==> src/event_counter_pkg.sv <==
// Package: register map, field layout, reset values and counter limits
package event_counter_pkg;

    // ------------------------------------------------------------
    // Register indices (word address = index, byte address = 4 * index)
    // ------------------------------------------------------------
    localparam logic [7:0]  IDX_BANK_ONE   = 8'h12;
    localparam logic [7:0]  IDX_BANK_TWO   = 8'h13;
    localparam logic [7:0]  IDX_FALSE_CAR  = 8'h14;
    localparam logic [7:0]  IDX_RX_ERR     = 8'h15;
    localparam logic [7:0]  IDX_INT_CTRL   = 8'h11;

    // ------------------------------------------------------------
    // Interrupt control field positions
    // ------------------------------------------------------------
    localparam int          CTRL_OUT_EN    = 0;
    localparam int          CTRL_INT_EN    = 1;
    localparam int          CTRL_TEST_INT  = 2;
    localparam int          CTRL_POLARITY  = 3;
    localparam logic [15:0] CTRL_RESET     = 16'h0008;
    localparam logic [15:0] CTRL_WMASK     = 16'h000F;

    // ------------------------------------------------------------
    // Bank field layout
    // ------------------------------------------------------------
    localparam int          STAT_LSB       = 8;
    localparam int          EVT_W          = 8;
    localparam int          BANK1_FC_BIT   = 1;
    localparam int          BANK1_RE_BIT   = 0;
    localparam logic [7:0]  EN_RESET       = 8'h00;

    // ------------------------------------------------------------
    // Counter limits
    // ------------------------------------------------------------
    localparam int          FC_W           = 8;
    localparam int          RE_W           = 16;
    localparam logic [15:0] CNT_MAX        = 16'h00FF;
    localparam logic [15:0] CNT_HALF       = 16'h007F;

    localparam logic [31:0] RD_ZERO        = 32'h0000_0000;

endpackage

==> src/sat_counter.sv <==
// Saturating clear-on-read event counter with half-full crossing pulse
`timescale 1ns/100ps
module sat_counter
    import event_counter_pkg::*;
#(
    parameter int          WIDTH = 16,
    parameter logic [15:0] MAXV  = CNT_MAX,
    parameter logic [15:0] HALFV = CNT_HALF
) (
    input  wire logic             clk_i,
    input  wire logic             rst_i,
    input  wire logic             inc_i,
    input  wire logic             clr_i,
    output logic [WIDTH-1:0]      count_o,
    output logic                  half_o
);

    initial begin
        if (WIDTH < 8 || WIDTH > 16) begin
            $error("sat_counter WIDTH must be 8 to 16");
        end
    end

    typedef struct packed {
        logic [WIDTH-1:0] cnt;
        logic             half;
    } state_s;

    state_s st_q;
    state_s st_d;

    always_comb begin
        st_d      = st_q;
        st_d.half = 1'b0;
        if (clr_i) begin
            // RQ21: increment survives read
            st_d.cnt = inc_i ? WIDTH'(1) : '0;
        end else if (inc_i && st_q.cnt < MAXV[WIDTH-1:0]) begin
            // RQ11: stop at maximum
            st_d.cnt = st_q.cnt + WIDTH'(1);
            // RQ15: half-full crossing event
            st_d.half = (st_q.cnt == HALFV[WIDTH-1:0]);
        end
    end

    always_ff @(posedge clk_i) begin
        if (rst_i) begin
            st_q <= '0;
        end else begin
            st_q <= st_d;
        end
    end

    assign count_o = st_q.cnt;
    assign half_o  = st_q.half;

endmodule // sat_counter

==> src/event_bank.sv <==
// Bank of eight clear-on-read status bits with matching enables
`timescale 1ns/100ps
module event_bank
    import event_counter_pkg::*;
(
    input  wire logic             clk_i,
    input  wire logic             rst_i,
    input  wire logic [EVT_W-1:0] evt_i,
    input  wire logic             rd_i,
    input  wire logic             wr_i,
    input  wire logic [EVT_W-1:0] wen_i,
    output logic [15:0]           value_o,
    output logic                  pend_o
);

    typedef struct packed {
        logic [EVT_W-1:0] stat;
        logic [EVT_W-1:0] en;
    } state_s;

    state_s st_q;
    state_s st_d;

    always_comb begin
        st_d = st_q;
        // RQ21: set wins over read clear
        st_d.stat = (rd_i ? '0 : st_q.stat) | evt_i;
        // RQ9: writable enables
        if (wr_i) begin
            st_d.en = wen_i;
        end
    end

    always_ff @(posedge clk_i) begin
        if (rst_i) begin
            st_q <= {{EVT_W{1'b0}}, EN_RESET};
        end else begin
            st_q <= st_d;
        end
    end

    assign value_o = {st_q.stat, st_q.en};
    // RQ20: pending when status and enable
    assign pend_o  = |(st_q.stat & st_q.en);

endmodule // event_bank

==> src/phy_event_status.sv <==
// Top: event banks, error counters, interrupt pin and Wishbone slave
//
// Decided for this implementation: the Wishbone slave port.
`timescale 1ns/100ps

// Functional notes
// RQ1: Bank two bit 15 latches energy-efficient-Ethernet error, clears on read.
// RQ2: Bank two bit 14 latches auto-negotiation error, clears on read.
// RQ3: Bank two bit 13 latches page received, clears on read.
// RQ4: Bank two bit 12 latches loopback FIFO overflow or underflow.
// RQ5: Bank two bit 11 latches pair assignment change, clears on read.
// RQ6: Bank two bit 10 latches sleep-mode event until read.
// RQ7: Bank two bit 9 shared by inverted polarity and wake packet.
// RQ8: Bank two bit 8 latches jabber detection, clears on read.
// RQ9: Enable bits 7..0 reset to zero, gate status bits 15..8.
// RQ10: Eight-bit false-carrier counter counts each event, upper bits zero.
// RQ11: False-carrier counter saturates at FFh, event when passing 7Fh.
// RQ12: Reading either counter register resets it to zero.
// RQ13: Sixteen-bit receive-error counter counts errors while data valid.
// RQ14: Receive-error counting suspended during interface loopback.
// RQ15: Receive-error counter saturates at FFh, event passing 7Fh.
// RQ16: Half-full events land in bank one bits 9 and 8.
// RQ17: Event interrupts need the global interrupt enable bit.
// RQ18: Interrupt idle level follows polarity bit, default high idle.
// RQ19: Pin drives interrupt only when output enable set, else power-down input.
// RQ20: Interrupt asserted while any enabled status pending, drops after reads.
// RQ21: Event coinciding with clearing read stays set or counted.
module phy_event_status
    import event_counter_pkg::*;
#(
    parameter int ADDR_W = 8
) (
    input  wire logic              clk_i,
    input  wire logic              rst_i,
    // Wishbone slave
    input  wire logic              cyc_i,
    input  wire logic              stb_i,
    input  wire logic              we_i,
    input  wire logic [ADDR_W+1:0] adr_i,
    input  wire logic [3:0]        sel_i,
    input  wire logic [31:0]       dat_i,
    output logic [31:0]            dat_o,
    output logic                   ack_o,
    output logic                   err_o,
    // Bank one event sources (bits 15..10)
    input  wire logic [5:0]        bank_one_evt_i,
    // Bank two event sources
    input  wire logic              eee_error_i,
    input  wire logic              an_error_i,
    input  wire logic              page_received_i,
    input  wire logic              loopback_fifo_error_i,
    input  wire logic              crossover_change_i,
    input  wire logic              sleep_event_i,
    input  wire logic              polarity_inverted_i,
    input  wire logic              wol_packet_i,
    input  wire logic              jabber_i,
    // Counter sources
    input  wire logic              false_carrier_i,
    input  wire logic              rx_data_valid_i,
    input  wire logic              rx_invalid_symbol_i,
    input  wire logic              mii_loopback_i,
    // Interrupt or power-down pin
    input  wire logic              intr_pin_i,
    output logic                   intr_pin_o,
    output logic                   intr_pin_oe_o,
    output logic                   powerdown_o
);

    initial begin
        if (ADDR_W < 8) begin
            $error("phy_event_status ADDR_W must be at least 8");
        end
    end

    // ------------------------------------------------------------
    // State
    // ------------------------------------------------------------
    typedef struct packed {
        logic [31:0] dat;
        logic        ack;
        logic        err;
        logic [15:0] ctrl;
        logic        pin;
        logic        oe;
        logic        pd;
    } state_s;

    state_s st_q;
    state_s st_d;

    logic [ADDR_W-1:0] idx;
    logic              req;
    logic              rd_hit;
    logic              wr_hit;
    logic              lo_we;
    logic [15:0]       b1_val;
    logic [15:0]       b2_val;
    logic              b1_pend;
    logic              b2_pend;
    logic [FC_W-1:0]   fc_cnt;
    logic [RE_W-1:0]   re_cnt;
    logic              fc_half;
    logic              re_half;
    logic              rx_err_evt;
    logic [EVT_W-1:0]  b1_evt;
    logic [EVT_W-1:0]  b2_evt;
    logic              irq;
    logic              evt_irq;
    logic              rd_b1;
    logic              rd_b2;
    logic              rd_fc;
    logic              rd_re;
    logic              wr_b1;
    logic              wr_b2;
    logic              wr_ctl;

    function automatic logic mapped(input logic [ADDR_W-1:0] a);
        mapped = (a == ADDR_W'(IDX_BANK_ONE)) || (a == ADDR_W'(IDX_BANK_TWO)) ||
                 (a == ADDR_W'(IDX_FALSE_CAR)) || (a == ADDR_W'(IDX_RX_ERR)) ||
                 (a == ADDR_W'(IDX_INT_CTRL));
    endfunction

    function automatic logic is_idx(input logic [ADDR_W-1:0] a,
                                    input logic [7:0]        target);
        is_idx = (a == ADDR_W'(target));
    endfunction

    // Read data word for an index; unmapped words read zero
    function automatic logic [31:0] read_word(input logic [ADDR_W-1:0] a,
                                              input logic [15:0]       b1,
                                              input logic [15:0]       b2,
                                              input logic [FC_W-1:0]   fc,
                                              input logic [RE_W-1:0]   re,
                                              input logic [15:0]       ctrl);
        read_word = RD_ZERO;
        case (a)
            ADDR_W'(IDX_BANK_ONE):  read_word = {16'h0000, b1};
            ADDR_W'(IDX_BANK_TWO):  read_word = {16'h0000, b2};
            // RQ10: upper bits read zero
            ADDR_W'(IDX_FALSE_CAR): read_word = {24'h000000, fc};
            ADDR_W'(IDX_RX_ERR):    read_word = {16'h0000, re};
            ADDR_W'(IDX_INT_CTRL):  read_word = {16'h0000, ctrl};
            // Unmapped indices answer with err_o, data stays zero
            default:                read_word = RD_ZERO;
        endcase
    endfunction

    // ------------------------------------------------------------
    // Bus decode
    // ------------------------------------------------------------
    assign idx    = adr_i[ADDR_W+1:2];
    assign req    = cyc_i && stb_i && !st_q.ack && !st_q.err;
    assign rd_hit = req && !we_i && mapped(idx);
    assign wr_hit = req && we_i && mapped(idx);
    assign lo_we  = wr_hit && sel_i[0];

    // ------------------------------------------------------------
    // Register strobes
    // ------------------------------------------------------------
    // Reads clear the addressed bank or counter
    assign rd_b1  = rd_hit && is_idx(idx, IDX_BANK_ONE);
    assign rd_b2  = rd_hit && is_idx(idx, IDX_BANK_TWO);
    // RQ12: counter clear strobes
    assign rd_fc  = rd_hit && is_idx(idx, IDX_FALSE_CAR);
    assign rd_re  = rd_hit && is_idx(idx, IDX_RX_ERR);

    // Writes land only through byte lane zero
    assign wr_b1  = lo_we && is_idx(idx, IDX_BANK_ONE);
    assign wr_b2  = lo_we && is_idx(idx, IDX_BANK_TWO);
    assign wr_ctl = lo_we && is_idx(idx, IDX_INT_CTRL);

    // ------------------------------------------------------------
    // Event sources
    // ------------------------------------------------------------
    // RQ13: valid carrier with invalid symbol
    // RQ14: no counting in loopback
    assign rx_err_evt = rx_data_valid_i && rx_invalid_symbol_i && !mii_loopback_i;

    // RQ16: half-full into bank one
    assign b1_evt = {bank_one_evt_i, fc_half, re_half};

    // RQ1: EEE error bit 15
    // RQ2: negotiation error bit 14
    // RQ3: page received bit 13
    // RQ4: FIFO error bit 12
    // RQ5: crossover change bit 11
    // RQ6: sleep event bit 10
    // RQ7: shared polarity or wake
    // RQ8: jabber bit 8
    assign b2_evt = {eee_error_i,
                     an_error_i,
                     page_received_i,
                     loopback_fifo_error_i,
                     crossover_change_i,
                     sleep_event_i,
                     polarity_inverted_i | wol_packet_i,
                     jabber_i};

    // ------------------------------------------------------------
    // Submodules
    // ------------------------------------------------------------
    event_bank u_bank_one (
        .clk_i   (clk_i),
        .rst_i   (rst_i),
        .evt_i   (b1_evt),
        .rd_i    (rd_b1),
        .wr_i    (wr_b1),
        .wen_i   (dat_i[EVT_W-1:0]),
        .value_o (b1_val),
        .pend_o  (b1_pend)
    );

    event_bank u_bank_two (
        .clk_i   (clk_i),
        .rst_i   (rst_i),
        .evt_i   (b2_evt),
        .rd_i    (rd_b2),
        .wr_i    (wr_b2),
        .wen_i   (dat_i[EVT_W-1:0]),
        .value_o (b2_val),
        .pend_o  (b2_pend)
    );

    // RQ10: eight-bit false-carrier count
    // RQ12: clear on read
    sat_counter #(
        .WIDTH (FC_W)
    ) u_false_carrier (
        .clk_i   (clk_i),
        .rst_i   (rst_i),
        .inc_i   (false_carrier_i),
        .clr_i   (rd_fc),
        .count_o (fc_cnt),
        .half_o  (fc_half)
    );

    // RQ15: limits as printed
    sat_counter #(
        .WIDTH (RE_W)
    ) u_rx_error (
        .clk_i   (clk_i),
        .rst_i   (rst_i),
        .inc_i   (rx_err_evt),
        .clr_i   (rd_re),
        .count_o (re_cnt),
        .half_o  (re_half)
    );

    // ------------------------------------------------------------
    // Interrupt combine
    // ------------------------------------------------------------
    // RQ17: global enable gates events
    // RQ20: any enabled pending bit
    assign evt_irq = st_q.ctrl[CTRL_INT_EN] && (b1_pend || b2_pend);
    // Test interrupt forces the pin regardless of events
    assign irq     = evt_irq || st_q.ctrl[CTRL_TEST_INT];

    // ------------------------------------------------------------
    // Next state
    // ------------------------------------------------------------
    always_comb begin
        st_d     = st_q;
        st_d.ack = 1'b0;
        st_d.err = 1'b0;
        st_d.dat = RD_ZERO;
        if (req) begin
            st_d.ack = mapped(idx);
            st_d.err = !mapped(idx);
            // Only reads return data
            if (!we_i) begin
                st_d.dat = read_word(idx, b1_val, b2_val, fc_cnt, re_cnt, st_q.ctrl);
            end
        end
        if (wr_ctl) begin
            st_d.ctrl = dat_i[15:0] & CTRL_WMASK;
        end
        // RQ19: pin direction from output enable
        st_d.oe  = st_q.ctrl[CTRL_OUT_EN];
        st_d.pd  = !st_q.ctrl[CTRL_OUT_EN] && intr_pin_i;
        // RQ18: idle level equals polarity bit
        st_d.pin = st_q.ctrl[CTRL_POLARITY] ^ irq;
    end

    always_ff @(posedge clk_i) begin
        if (rst_i) begin
            st_q      <= '0;
            st_q.ctrl <= CTRL_RESET;
            st_q.pin  <= CTRL_RESET[CTRL_POLARITY];
        end else begin
            st_q <= st_d;
        end
    end

    // ------------------------------------------------------------
    // Outputs
    // ------------------------------------------------------------
    assign dat_o         = st_q.dat;
    assign ack_o         = st_q.ack;
    assign err_o         = st_q.err;
    assign intr_pin_o    = st_q.pin;
    assign intr_pin_oe_o = st_q.oe;
    assign powerdown_o   = st_q.pd;

endmodule // phy_event_status

==> config.mk <==
export PLATFORM = sky130hd
export DESIGN_NAME = phy_event_status
export DESIGN_NICKNAME = d
export VERILOG_FILES = /design/src/event_counter_pkg.sv /design/src/sat_counter.sv /design/src/event_bank.sv /design/src/phy_event_status.sv
export SDC_FILE = /design/constraint.sdc
export NUM_CORES = 1
export LEC_CHECK = 0
export BUFFER_PORTS_ARGS = -buffer_cell sky130_fd_sc_hd__buf_2
export CAP_MARGIN = 20
export CELL_PAD_IN_SITES_DETAIL_PLACEMENT = 1
export CELL_PAD_IN_SITES_GLOBAL_PLACEMENT = 1
export CORE_UTILIZATION = 34
export DETAILED_ROUTE_END_ITERATION = 10
export GPL_TIMING_DRIVEN = 0
export MAX_ROUTING_LAYER = met4
export PLACE_DENSITY = 0.77
export SYNTH_ARGS = -nofsm -noshare
export SYNTH_HDL_FRONTEND = slang
export SYNTH_SLANG_ARGS = --single-unit
==> constraint.sdc <==
create_clock -name clk_i -period 2.33 [get_ports clk_i]
set_input_delay 0.466 -clock clk_i [delete_from_list [all_inputs] [get_ports clk_i]]
set_output_delay 0.466 -clock clk_i [all_outputs]
set_load 0.02 [all_outputs]
==> results_dict.tcl <==
set metrics [dict create \
    status "finished clean" \
    fin_crit_ps 2160 \
    core-area_um2 10500 \
    cts_sinks 83 \
    finalSetupTns_ps 0 \
    die_y_um 106 \
    vias 3284 \
    crit_type "in -> reg" \
    ant_nets 0 \
    r2r_cells 4 \
    met1_length_um 4800 \
    clock_power_share_pct 39.9 \
    post_route_cells_drive_above_1_share_pct 27.7 \
    worstMarginPinSlew_ps 682 \
    cp_max_fo 10 \
    min_period_over_period_pct 92.6 \
    reg2reg_from "err_o" \
    place.port_buffers 61 \
    grt_pass1_vias 3275 \
    combPwrFrac_pct 7.0 \
    synth_top_flop_cell "dfxtp_1" \
    dpl_cell_area_um2 4240 \
    avgSynthCellArea_um2 8.97 \
    wl_um 10600 \
    vias_per_cell 5.12 \
    maxSlewViolCount 0 \
    dr.pass1.iters 4 \
    wl_met2_um 5170 \
    hp-start "bank_one_evt_i[0]" \
    crit_chain "buf_2 -> or3_4 -> buf_6 -> or2_1 -> a211o_1 -> or4_4 -> buf_6 -> buf_12 -> a21oi_2" \
    antennaDiodeCount 0 \
    highest_layer "met4" \
    crit_family "simple AND/OR/NAND/NOR gates" \
    synth_seq_cells 83 \
    hold_buffers 0 \
    internal_power_w 0.00210 \
    power_switching_w 0.000659 \
    cts_made_buffers 9 \
    required_ps 2630 \
    synth-seq-area-share_pct 44.9 \
    timing.fmax_mhz 463 \
    synth_enable_flop_cells 0 \
    antenna_found_initial 0 \
    path_buf_inv 4 \
    fin_cells 641 \
    holdPathStages 3 \
    postCtsSetupRepairBufs 0 \
    critPathMaxStageDelay_ps 430 \
    fin_area_um2 4480 \
    ys.warnings.count 0 \
    crit_top_cell "buf_6" \
    mostFrequentLayoutCells "dfxtp_1 (83), buf_2 (62), nand2_1 (44), a21oi_1 (43), nor2_1 (39)" \
    seqPwrFrac_pct 53.1 \
    setup_violations 0 \
    cp-end-kind "register" \
    cap_violations 0 \
    ff2ff_setup_slack_ps 280 \
    rsz0062_at_grt "false" \
    clk-insertion-delay-late_ps 370 \
    path_clk_slew_ps 80 \
    relSlewSlack_pct 54.2 \
    rows 37 \
    dpl.cell_count 625 \
    critPathLaunchType "primary input" \
    reg2reg_to "st_q[6]" \
    switching_share_pct 23.9 \
    ios 108 \
    power_density_nw_per_um2 616 \
    ir_worst_vdd_mv 0.210 \
    nets 573 \
    wl_met3_um 422 \
    wl_per_cell_um 16.6 \
    holdPathEnd "u_bank_one.value_o[10]" \
    grt_pass1_wl_um 16900 \
    finalHoldViolCount 0 \
    initial_core_util_pct 35.4 \
    first_iter_violations 182 \
    gp_congestion 0.813 \
    cts_htree_levels 3 \
    cp.arrival_ps 2460 \
    final_common_cell "dfxtp_1" \
    dpl.hpwl_um 8150 \
    yosysTopAreaCell "dfxtp_1" \
    drc 0 \
    overflow 0 \
    cts_tree "built" \
    synth_top_cell_area_share_pct 44.9 \
    ctsRootBufferMaster "clkbuf_8" \
    clockBufferDepth 2 \
    synth_area_um2 3700 \
    cp-startpoint "adr_i[5]" \
    grt_max_degree 14 \
    leakagePower_nw 1.81 \
    area_growth_pct 21.0 \
    yosysUniqueCellTypes 49 \
    cp_slowest_cell "or4_4" \
    min-delay-path-class "in -> reg" \
    grt_usage_pct 20.0 \
    clock_skew_ps 8.15 \
    synth_cells 413 \
    dieWidth_um 106 \
    synthTopCellsByArea "dfxtp_1 (45%), buf_4 (6.7%), a21oi_1 (5.8%)" \
    dieArea_um2 11300 \
    synthArstFlopShare_pct 0 \
]
==> synth_stat cells, types with 3 or more instances <==
cell / number
a211oi_1: 3
buf_4: 33
buf_6: 4
a22o_1: 4
inv_1: 5
nand2_1: 44
a21oi_2: 6
a22oi_1: 12
xor2_1: 6
nor2_1: 39
mux2_2: 12
dfxtp_1: 83
and3_1: 5
nor3_1: 4
a21oi_1: 43
nand3_1: 28
mux2i_1: 4
a221oi_1: 4
clkbuf_1: 11
a222oi_1: 4
and2_1: 9
nor4_1: 8
nand2b_1: 5
nand4_1: 6
==> worst max path at each step <==
stage / slack (ps) / cells after the start / to
after floorplan: 40 / 8 / dat_o[10]
after global placement: -480 / 8 / u_rx_error.half_o
after detailed placement: -520 / 8 / u_rx_error.half_o
after CTS: 40 / 7 / dat_o[14]
after global routing: 110 / 7 / dat_o[14]
final: 170 / 9 / dat_o[14]
==> kinds of logic (layout without fill, tap and decap cells) <==
group	after synthesis	in the layout	share of synthesized area [%]
DFF	83	83	44.9
xor gates and xnor gates	7	7	1.66
muxes	16	16	4.73
and+or+nand+nor	164	164	22.5
AOI/OAI and AO/OA	85	85	15.3
other	1	16	0.101
adders and majority gates	2	2	0.676
buffers and inverters	55	132	10.2
==> stage by stage <==
| stage | utilization [%] | total power, W | hold WS, ps | setup slack (ps) |
|---|---|---|---|---|
| after floorplan | - | 0.00161 | 413 | 43.6 |
| after detailed placement | 40.5 | 0.00169 | 448 | -518 |
| after CTS | 42.7 | 0.00277 | 295 | 35.7 |
| after global routing | 42.8 | 0.00286 | 302 | 112 |
| after global placement | 40.5 | 0.00168 | 429 | -478 |
| final | 42.8 | 0.00276 | 302 | 172 |
==> area by class of cell <==
| class | instances | area [um^2] |
|---|---|---|
| Multi-Input combinational cell | 290 | 1750 |
| Timing Repair Buffer | 61 | 305 |
| Tap cell | 136 | 170 |
| Clock inverter | 4 | 47.5 |
| Fill cell | 1278 | 5980 |
| Buffer | 50 | 359 |
| Inverter | 5 | 18.8 |
| Sequential cell | 83 | 1660 |
| Clock buffer | 12 | 165 |
==> layer usage <==
layer	track usage [%]	up-vias
met1	24.8	1590
met2	32.0	84
li1	-	1595
met3	2.88	15
met4	9.72	0
met5	-	-
==> power by group through the flow <==
stage          clock network, W  registers, W  logic, W
4_1_cts                 0.00112       0.00147  0.000190
2_1_floorplan                 0       0.00149  0.000118
6_report                0.00110       0.00147  0.000193
3_5_place_dp                  0       0.00150  0.000187
5_1_grt                 0.00118       0.00147  0.000210
3_3_place_gp                  0       0.00150  0.000182
==> registers in the layout (all words and copies together), names as in the netlist <==
| signal | cells |
|---|---|
| st_q | 3 |
| u_false_carrier.half_o | 1 |
| u_rx_error.half_o | 1 |
| err_o | 1 |
| u_false_carrier.count_o | 8 |
| u_rx_error.count_o | 16 |
| powerdown_o | 1 |
| intr_pin_oe_o | 1 |
| u_bank_one.value_o | 16 |
| ack_o | 1 |
| u_bank_two.value_o | 16 |
| intr_pin_o | 1 |
| dat_o | 16 |
| st_d | 1 |
==> tightest hold or removal path: cells and delay by family <==
kind	cells	cell delay, ps
buf+inv	1	80
simple gates	1	70
compound gates	1	30
==> what timing repair did <==
action                     4_1_cts  5_1_grt
pin swaps                        0        0
resized for setup                2        2
setup endpoints to repair       19       24
Note: power is estimated with default switching activity, not from simulation.
